--- src/hdl/lcsp_pkg.sv ---
package lcsp_pkg;

  localparam int NUM_ELEM = 2;
  localparam int ADDR_W   = 4;
  localparam int DATA_W   = 8;

  // Register byte addresses
  localparam logic [ADDR_W-1:0] ADDR_CONFIG = 4'h0;
  localparam logic [ADDR_W-1:0] ADDR_STATUS = 4'h4;

  // Configuration fields, one nibble per element
  localparam int FLD_LATCH  = 0;
  localparam int FLD_INVERT = 1;
  localparam int FLD_TIED   = 2;
  localparam int FLD_INIT   = 3;
  localparam int FLD_STRIDE = 4;

  // Both enables tied active, flip-flop mode, rising edge, clear value
  localparam logic [DATA_W-1:0] CONFIG_RESET = 8'h44;

  // Status fields
  localparam int STAT_Q_LSB = 0;
  localparam int STAT_CLK   = 2;

  localparam logic [DATA_W-1:0] READ_IDLE = 8'h00;
  localparam logic              BIT_LOW   = 1'h0;
  localparam logic              BIT_HIGH  = 1'h1;

  typedef enum logic {
    LCSP_MODE_FLIP_FLOP = 1'h0,
    LCSP_MODE_LATCH     = 1'h1
  } lcsp_mode_t;

endpackage

--- src/hdl/lcsp_cell_pair.sv ---
// How it works
// - Both elements share one clock and enable
// - Enable may be tied active per element
// - Each element: edge flip-flop or level latch
// - Flip-flop captures on selected clock edge
// - Clock inversion chosen per element independently
// - Enable active high; low holds both outputs
// - Unconnected enable defaults to active state
// - Flip-flop takes data on active edge only
// - Latch follows data while clock low
// - Local preset/clear forces configured value
// - One bit selects preset or clear value
// - Local preset/clear active high, asynchronous, uninverted
// - Power-up, reconfigure, chip-wide force configured value
//
// Local design decisions: the placing of the registers and strobed register access.
`timescale 1ns/100ps
module lcsp_cell_pair (
  input  wire logic                          clk,
  input  wire logic                          rst,
  input  wire logic                          cellClock,
  input  wire logic                          cellClockEnable,
  input  wire logic [lcsp_pkg::NUM_ELEM-1:0] cellData,
  input  wire logic                          localPresetClear,
  input  wire logic                          chipWidePresetClear,
  input  wire logic [lcsp_pkg::ADDR_W-1:0]   regAddr,
  input  wire logic [lcsp_pkg::DATA_W-1:0]   regWriteData,
  input  wire logic                          regWrite,
  input  wire logic                          regRead,
  output logic      [lcsp_pkg::DATA_W-1:0]   regReadData,
  output logic      [lcsp_pkg::NUM_ELEM-1:0] cellQ
);

  function automatic logic lcspCfgBit(input logic [lcsp_pkg::DATA_W-1:0] cfg,
                                      input int                          elem,
                                      input int                          field);
    lcspCfgBit = cfg[elem * lcsp_pkg::FLD_STRIDE + field];
  endfunction

  logic                          clockSync;
  logic                          clockPrev;
  logic                          next_clockPrev;
  logic [lcsp_pkg::DATA_W-1:0]   configReg;
  logic [lcsp_pkg::DATA_W-1:0]   next_configReg;
  logic                          reconfigPending;
  logic                          next_reconfigPending;
  logic [lcsp_pkg::DATA_W-1:0]   next_regReadData;
  logic                          cfgWritten;
  logic                          next_cfgWritten;
  logic [lcsp_pkg::NUM_ELEM-1:0] effNow;
  logic [lcsp_pkg::NUM_ELEM-1:0] effPrev;
  logic [lcsp_pkg::NUM_ELEM-1:0] activeEdge;
  logic [lcsp_pkg::NUM_ELEM-1:0] transparent;
  logic [lcsp_pkg::NUM_ELEM-1:0] enableActive;
  logic [lcsp_pkg::NUM_ELEM-1:0] presetValue;
  logic [lcsp_pkg::NUM_ELEM-1:0] isLatch;
  logic                          forceValue;

  //////////////////////////////////////////////////////////////////////////////
  // Cell clock enters from fabric routing, so it is synchronised first

  lcsp_sync u_clock_sync (
    .clk     (clk),
    .rst     (rst),
    .asyncIn (cellClock),
    .syncOut (clockSync)
  );

  always_comb begin
    next_clockPrev = clockSync;
  end

  always_ff @(posedge clk or posedge rst) begin
    if (rst) begin
      clockPrev <= lcsp_pkg::BIT_LOW;
    end else begin
      clockPrev <= next_clockPrev;
    end
  end

  //////////////////////////////////////////////////////////////////////////////
  // Register port

  always_comb begin
    next_configReg       = configReg;
    next_reconfigPending = lcsp_pkg::BIT_LOW;
    next_cfgWritten      = cfgWritten;
    next_regReadData     = lcsp_pkg::READ_IDLE;
    if (regWrite && (regAddr == lcsp_pkg::ADDR_CONFIG)) begin
      next_configReg       = regWriteData;
      // Force lands one cycle later, once the new value is in place
      next_reconfigPending = lcsp_pkg::BIT_HIGH;
      next_cfgWritten      = lcsp_pkg::BIT_HIGH;
    end
    if (regRead) begin
      unique case (regAddr)
        lcsp_pkg::ADDR_CONFIG: begin
          next_regReadData = configReg;
        end
        lcsp_pkg::ADDR_STATUS: begin
          next_regReadData = lcsp_pkg::READ_IDLE;
          next_regReadData[lcsp_pkg::STAT_Q_LSB +: lcsp_pkg::NUM_ELEM] = cellQ;
          next_regReadData[lcsp_pkg::STAT_CLK] = clockSync;
        end
        default: begin
          next_regReadData = lcsp_pkg::READ_IDLE;
        end
      endcase
    end
  end

  always_ff @(posedge clk or posedge rst) begin
    if (rst) begin
      configReg       <= lcsp_pkg::CONFIG_RESET;
      reconfigPending <= lcsp_pkg::BIT_LOW;
      cfgWritten      <= lcsp_pkg::BIT_LOW;
      regReadData     <= lcsp_pkg::READ_IDLE;
    end else begin
      configReg       <= next_configReg;
      reconfigPending <= next_reconfigPending;
      cfgWritten      <= next_cfgWritten;
      regReadData     <= next_regReadData;
    end
  end

  //////////////////////////////////////////////////////////////////////////////
  // Storage elements

  // No polarity option on the local input; it acts on the next clk edge, without any cell clock edge
  assign forceValue = localPresetClear | chipWidePresetClear | reconfigPending;

  genvar g;
  generate
    for (g = 0; g < lcsp_pkg::NUM_ELEM; g++) begin : gen_elem
      lcsp_pkg::lcsp_mode_t elemMode;

      assign isLatch[g]      = lcspCfgBit(configReg, g, lcsp_pkg::FLD_LATCH);
      assign elemMode        = lcsp_pkg::lcsp_mode_t'(isLatch[g]);
      // Same shared clock, inverted per element
      assign effNow[g]       = clockSync ^ lcspCfgBit(configReg, g, lcsp_pkg::FLD_INVERT);
      assign effPrev[g]      = clockPrev ^ lcspCfgBit(configReg, g, lcsp_pkg::FLD_INVERT);
      assign activeEdge[g]   = effNow[g] & ~effPrev[g];
      assign transparent[g]  = ~effNow[g];
      // Shared enable, no inversion, or tied active
      assign enableActive[g] = cellClockEnable | lcspCfgBit(configReg, g, lcsp_pkg::FLD_TIED);
      assign presetValue[g]  = lcspCfgBit(configReg, g, lcsp_pkg::FLD_INIT);

      lcsp_storage_element u_elem (
        .clk          (clk),
        .rst          (rst),
        .latchMode    (elemMode),
        .activeEdge   (activeEdge[g]),
        .transparent  (transparent[g]),
        .enableActive (enableActive[g]),
        .forceValue   (forceValue),
        .presetValue  (presetValue[g]),
        .dataIn       (cellData[g]),
        .storedQ      (cellQ[g])
      );
    end
  endgenerate

  generate
    for (g = 0; g < lcsp_pkg::NUM_ELEM; g++) begin : gen_check

    end
  endgenerate
endmodule

--- src/hdl/lcsp_sync.sv ---
`timescale 1ns/100ps
module lcsp_sync (
  input  wire logic clk,
  input  wire logic rst,
  input  wire logic asyncIn,
  output logic      syncOut
);

  logic stage1;
  logic next_stage1;
  logic next_syncOut;

  // First stage feeds the second stage only
  always_comb begin
    next_stage1  = asyncIn;
    next_syncOut = stage1;
  end

  always_ff @(posedge clk or posedge rst) begin
    if (rst) begin
      stage1  <= lcsp_pkg::BIT_LOW;
      syncOut <= lcsp_pkg::BIT_LOW;
    end else begin
      stage1  <= next_stage1;
      syncOut <= next_syncOut;
    end
  end

endmodule

--- src/hdl/lcsp_storage_element.sv ---
`timescale 1ns/100ps
module lcsp_storage_element (
  input  wire logic                 clk,
  input  wire logic                 rst,
  input  lcsp_pkg::lcsp_mode_t      latchMode,
  input  wire logic                 activeEdge,
  input  wire logic                 transparent,
  input  wire logic                 enableActive,
  input  wire logic                 forceValue,
  input  wire logic                 presetValue,
  input  wire logic                 dataIn,
  output logic                      storedQ
);

  logic next_storedQ;

  always_comb begin
    next_storedQ = storedQ;
    if (forceValue) begin
      // Preset or clear overrides clock, enable and data
      next_storedQ = presetValue;
    end else if (enableActive) begin
      unique case (latchMode)
        lcsp_pkg::LCSP_MODE_LATCH: begin
          if (transparent) begin
            next_storedQ = dataIn;
          end
        end
        lcsp_pkg::LCSP_MODE_FLIP_FLOP: begin
          if (activeEdge) begin
            next_storedQ = dataIn;
          end
        end
      endcase
    end
  end

  // Power-up value is clear, which matches the reset configuration
  always_ff @(posedge clk or posedge rst) begin
    if (rst) begin
      storedQ <= lcsp_pkg::BIT_LOW;
    end else begin
      storedQ <= next_storedQ;
    end
  end

endmodule

--- config.mk ---
export PLATFORM = sky130hd
export DESIGN_NAME = lcsp_cell_pair
export DESIGN_NICKNAME = d
export VERILOG_FILES = /design/src/hdl/lcsp_pkg.sv /design/src/hdl/lcsp_cell_pair.sv /design/src/hdl/lcsp_sync.sv /design/src/hdl/lcsp_storage_element.sv
export SDC_FILE = /design/constraint.sdc
export NUM_CORES = 1
export LEC_CHECK = 0
export BUFFER_PORTS_ARGS = -buffer_cell sky130_fd_sc_hd__buf_4
export CAP_MARGIN = 20
export CORE_MARGIN = 2
export CORE_UTILIZATION = 45
export DETAILED_ROUTE_END_ITERATION = 16
export PLACE_DENSITY = 0.73
export SETUP_SLACK_MARGIN = 0.02
export SYNTH_ARGS = -nofsm -noshare
export SYNTH_HDL_FRONTEND = slang
export SYNTH_SLANG_ARGS = --single-unit
--- constraint.sdc ---
create_clock -name clk -period 2.1 [get_ports clk]
set_input_delay 0.63 -clock clk [delete_from_list [all_inputs] [get_ports clk]]
set_output_delay 0.63 -clock clk [all_outputs]
set_load 0.03 [all_outputs]
-- Yosys cells after proc, flatten, opt, wreduce, memory -nomap -nowiden
Cells that the tools add are included.
- equal/unequal tests: 5
- multiplexer cells: 13
- bitwise logic cells: 14
- reduce and logical (&&, ||, !) cells: 6
- operators by type and width (kind ; count):
    $pmux W8 S2 ; 1
    $ne A3 B2 Y1 const B ; 4
    $mux W1 ; 9
    $mux W8 ; 1
    $reduce_and A3 Y1 ; 2
    $eq A4 B3 Y1 const B ; 1
    $logic_not A4 Y1 ; 1
    $not A1 Y1 ; 4
    $or A1 B1 Y1 ; 4
    $pmux W1 S2 ; 2
    $reduce_bool A2 Y1 ; 2
    $xor A1 B1 Y1 ; 4
    $and A1 B1 Y1 ; 2
    $logic_and A1 B1 Y1 ; 1
- flip-flop bits (word level): 22
- input port bits: 22
- output and inout port bits: 10
- word-level logic and storage cells: 46

-- Logic depth before layout (Yosys ltp)
- depth after elaboration: 7
- depth in mapped cells: 4
- mapped depth without buffers: 4

-- By module
A second synthesis with hierarchy kept.
- cell total of the unflattened synthesis: 71
- area total of the unflattened synthesis: 945.9 µm²
- by module, submodules not included (module ; instances ; cells each ; area each (µm²) ; sequential area each (µm²)):
    lcsp_cell_pair ; 1 ; 54 ; 739.5 ; 452.9
    lcsp_storage_element ; 2 ; 7 ; 76.3 ; 25.0
    lcsp_sync ; 1 ; 3 ; 53.8 ; 50.0

-- Worst setup path after synthesis
No wires, ideal clock.
- path type: input to register
- start point: input port regAddr[2] (netlist bit)
- end point: register configReg[0] (netlist bit)
- setup time: 0.125 ns
- arrival time: 1.419 ns
- path slack: 0.557 ns
- cell stages on the path: 3
- cell sequence: nor4_4 nand2_4 mux2_2
- longest elaborated chain between the ends: 2
- RTL lines (item ; RTL line ; RTL):
    start, declared ; lcsp_cell_pair.sv:26 ; input wire logic [lcsp_pkg::ADDR_W-1:0] regAddr,
    $logic_not A4 Y1 ; lcsp_cell_pair.sv:89 ; if (regWrite && (regAddr == lcsp_pkg::ADDR_CONFIG)) begin
    $logic_and A1 B1 Y1 ; lcsp_cell_pair.sv:89 ;
    end signal, assigned ; lcsp_cell_pair.sv:114 ; configReg <= lcsp_pkg::CONFIG_RESET;
    end signal, assigned ; lcsp_cell_pair.sv:119 ; configReg <= next_configReg;
    end, declared ; lcsp_cell_pair.sv:43 ; logic [lcsp_pkg::DATA_W-1:0] configReg;
Every way passes these cells.
A chain may end at the register's enable or synchronous reset.

-- Worst setup path in the final report
- start point: register gen_elem[0].u_elem.storedQ
- end point: output port cellQ[0] (netlist bit)
- RTL lines (item ; RTL line ; RTL):
    start, declared ; lcsp_storage_element.sv:12 ; output logic storedQ
    start signal, assigned ; lcsp_storage_element.sv:41 ; storedQ <= lcsp_pkg::BIT_LOW;
    start signal, assigned ; lcsp_storage_element.sv:43 ; storedQ <= next_storedQ;
    end, declared ; lcsp_cell_pair.sv:31 ; output logic [lcsp_pkg::NUM_ELEM-1:0] cellQ
No word-level cell between the ends.

==> summary by stage <==
Outcome
The run finished with clean final reports.

Logic synthesis
The most repeated cell in the gate-level netlist after synthesis is sky130_fd_sc_hd__dfrtp_1. When the netlist entered floorplanning its net count stood at 92. The share of synthesized area in the top cell type comes to 54.20%.

Synthesis instantiated 22 different standard cells from the library. The number of flops mapped to enable cells by yosys is 0. After synthesis, the most frequently instantiated cells are sky130_fd_sc_hd__dfrtp_1, sky130_fd_sc_hd__mux2_2, sky130_fd_sc_hd__and3_2, sky130_fd_sc_hd__nor2_1, sky130_fd_sc_hd__o21ai_0. In this run, synthesis produced a sequential element count of 22. The sequential area share after synthesis is 59.89%.

In the post-synthesis netlist, the biggest area contributors are sky130_fd_sc_hd__dfrtp_1, sky130_fd_sc_hd__mux2_2, sky130_fd_sc_hd__dfstp_2. The post-synthesis instance area is 923.4 um^2. The biggest area contributor in the post-synthesis netlist is sky130_fd_sc_hd__dfrtp_1. After synthesis, the mean cell area works out to 13.19 um^2. The number of warnings printed during yosys synthesis is 0. The post-synthesis cell count is 70. The share of async-settable or async-resettable flops after synthesis is 100.0%.

The top flip-flop cell by instance count after synthesis is sky130_fd_sc_hd__dfrtp_1.

Drt
The total DRC errors in the routed layout is 0. The routed wirelength normalized by instance count is 13.20 um. The average vias per placed instance is 5.122. The first routing iteration left 10 violations.

For this block, the routed nets add up to 1.729 mm of wire. Summing over every cut layer, the via total after detailed routing is 671. Once detail routing completed, the nets flagged for antenna violations numbered 0. For this run, the detailed router's first-pass iteration total came to 4.

Layout
The layout has 170 filler cells. The number of antenna diodes is 0. Relative to the synthesized area, the layout overhead comes to 33.74%. The ratio of cells with drive above 1 in the final layout is 53.85%.

The count of nets after finishing is 127. The final cell count without fillers is 131. Cells fill 63.60% of the core in the end.

Place
The placed cell count is 127. The congestion estimate from routability-driven global placement came to 0.7761. Detailed placement ended at an HPWL of 1.319 mm.

The number of buffers added on ports is 31.

STA
The fraction of the cycle the final worst path needs is 73.44%. The number of hold violations in the final report is 0. Timing would allow up to 0.6484 GHz.

The final setup skew is 0.008123 ns. The transition at the pin with the smallest max-transition slack is 0.5006 ns. Setup repair after global routing left no endpoint under its margin. The number of failing setup endpoints in the final timing report is 0. Adding up every negative setup slack in the final design gives 0 ns. The shortest clock period the worst path allows after layout is 1.542 ns. The number of max-slew violations in the final report is 0. The worst pin sits at a relative slew slack of 66.32%. The worst hold-check slack is 0.3275 ns.

Clocking
The number of hold buffers added after cts is 0. The number of buffers on the longest clock path is 2. The clock transition at the registers of the reported paths is 0.13 ns.

In this run the post-CTS setup repair buffer count came out at 0. Counting the buffers created by CTS gives 3. The master cell of the clock root buffer is sky130_fd_sc_hd__clkbuf_4. CTS built an H-tree with a depth of 1. The count of cells resized by post-cts repair is 0. The clock reaches the later pin of the worst-skew pair after 0.31 ns. The CTS tree is built. The tree built by TritonCTS fans out to 22 sinks.

Run
The tool flagged a number of max-cap violations equal to 0.

Critical path
The cell type of the slowest stage on the worst timing path is sky130_fd_sc_hd__dfrtp_1. The family of cells with the greatest summed delay on the critical path is flip-flops. In this design, the stage delay of the slowest critical-path cell is 0.43 ns. The critical path startpoint category is a register. The worst path buffer plus inverter count is 1. By startpoint and endpoint, the worst setup path is classified as reg2out. The nature of the critical path endpoint is an output port. At the worst endpoint, the required time is 1.47 ns. Walking the worst path, the cells encountered are buf_4.

The worst-path maximum fanout is 3. Data arrives at the worst endpoint at 0.91 ns.

Floorplanning
The number of I/O pins is 32. The die is 49.30 um wide. The number of standard-cell rows in the floorplan is 16. The die area is 2430 um^2. The initial cell density of the core is 47.55%. The total area inside the core boundary comes to 1942 um^2. The y dimension of the die is 49.30 um.

Global routing
The initial antenna violation count came to 0. The maximum number of pins on one net before global-route repair is 23. The via count of the first global-routing pass was 701.

The first-pass GRT wire length is 2.973 mm. The sum of overflow across all layers after global routing is 0. The total track usage is 16.13%.

Hold path
In this run the worst hold path is classified as in2async.

Pwr
The total leakage power is 0.6210 nW. The total power of the final layout is 1.039 mW. VDD sags by at most 0.0007207 V. For this design the ratio of total power to cell area is 841.6 nW/um^2.
[layout by cell type (no fill, tap or decap)]
cell	instances
sky130_fd_sc_hd__buf_4	32
sky130_fd_sc_hd__dfrtp_1	20
sky130_fd_sc_hd__mux2_2	8
sky130_fd_sc_hd__and3_2	5
sky130_fd_sc_hd__nor2_1	4
sky130_fd_sc_hd__o21ai_0	4
sky130_fd_sc_hd__a22o_1	3
sky130_fd_sc_hd__clkbuf_4	3
sky130_fd_sc_hd__inv_1	2
sky130_fd_sc_hd__nor2b_1	2
sky130_fd_sc_hd__nor3_1	2
sky130_fd_sc_hd__a21bo_2	2
sky130_fd_sc_hd__o32ai_1	2
sky130_fd_sc_hd__o21a_1	2
sky130_fd_sc_hd__a21oi_1	2
sky130_fd_sc_hd__nor3b_1	2
sky130_fd_sc_hd__dfstp_2	2
sky130_fd_sc_hd__nor4_4	1
sky130_fd_sc_hd__nand2_4	1
sky130_fd_sc_hd__and2_2	1
sky130_fd_sc_hd__nand2_1	1
sky130_fd_sc_hd__nor4_1	1
sky130_fd_sc_hd__and3b_1	1
sky130_fd_sc_hd__bufinv_16	1
[kinds of logic after synthesis]
logic type / count (synthesis) / synth area share (%)
flops: 22 / 59.89
simple gates: 21 / 16.12
buf+inv: 4 / 2.439
mux: 8 / 9.756
compound gates: 15 / 11.79
[report_power, final]
part / switching [mW] / internal [mW] / leakage (nW) / total (mW)
clock network: 0.131 / 0.193 / 0.0279 / 0.324
registers: 0.0543 / 0.480 / 0.279 / 0.535
logic: 0.0789 / 0.102 / 0.314 / 0.181
[flip-flops by register name, summed over array words and instances, names as in the netlist]
name and count:
u_clock_sync.syncOut 1, regReadData 8, gen_elem.u_elem.storedQ 2, configReg 8, reconfigPending 1, u_clock_sync.next_syncOut 1
clockPrev 1
[area by class of cell]
cell class	instances	area [um^2]	area share [%]
Clock inverter	1	30.03	2.432
Sequential cell	22	553.0	44.78
Multi-Input combinational cell	44	347.8	28.17
Timing Repair Buffer	32	240.2	19.45
Tap cell	27	33.78	2.736
Inverter	2	7.507	0.6079
Clock buffer	3	22.52	1.824
[through the flow]
| stage | setup slack [ns] | area, um^2 |
|---|---|---|
| 6_report | 0.5578 | 1235 |
| 3_3_place_gp | 0.3563 | 1182 |
| 3_5_place_dp | 0.3230 | 1182 |
| 5_1_grt | 0.5069 | 1235 |
| 2_1_floorplan | 0.5567 | 923.4 |
| 4_1_cts | 0.5475 | 1235 |
[final timing paths]
kind / cells after the start / startpoint / slack (ns) / endpoint
worst max-delay path: 1 / gen_elem[0].u_elem.storedQ / 0.56 / cellQ[0]
worst min-delay path: 3 / rst / 0.33 / regReadData[5]
worst max register to register: 4 / u_clock_sync.syncOut / 0.75 / gen_elem[1].u_elem.storedQ
worst min register to register: 0 / u_clock_sync.next_syncOut / 0.38 / u_clock_sync.syncOut
max in group asynchronous: 3 / rst / 1.49 / configReg[6]
min in group clk: 0 / u_clock_sync.next_syncOut / 0.38 / u_clock_sync.syncOut
[metal layers]
layer / part of all wire (%) / vias up / global-route usage (%) / routed length, um
met5: 0 / - / 0 / 0
met4: 2.3 / 0 / 10.95 / 39
met3: 4.7 / 6 / 2.454 / 82
met2: 52 / 22 / 28.83 / 906
met1: 40 / 321 / 17.30 / 700
li1: - / 322 / - / -
Power figures use the tool's default switching activity.
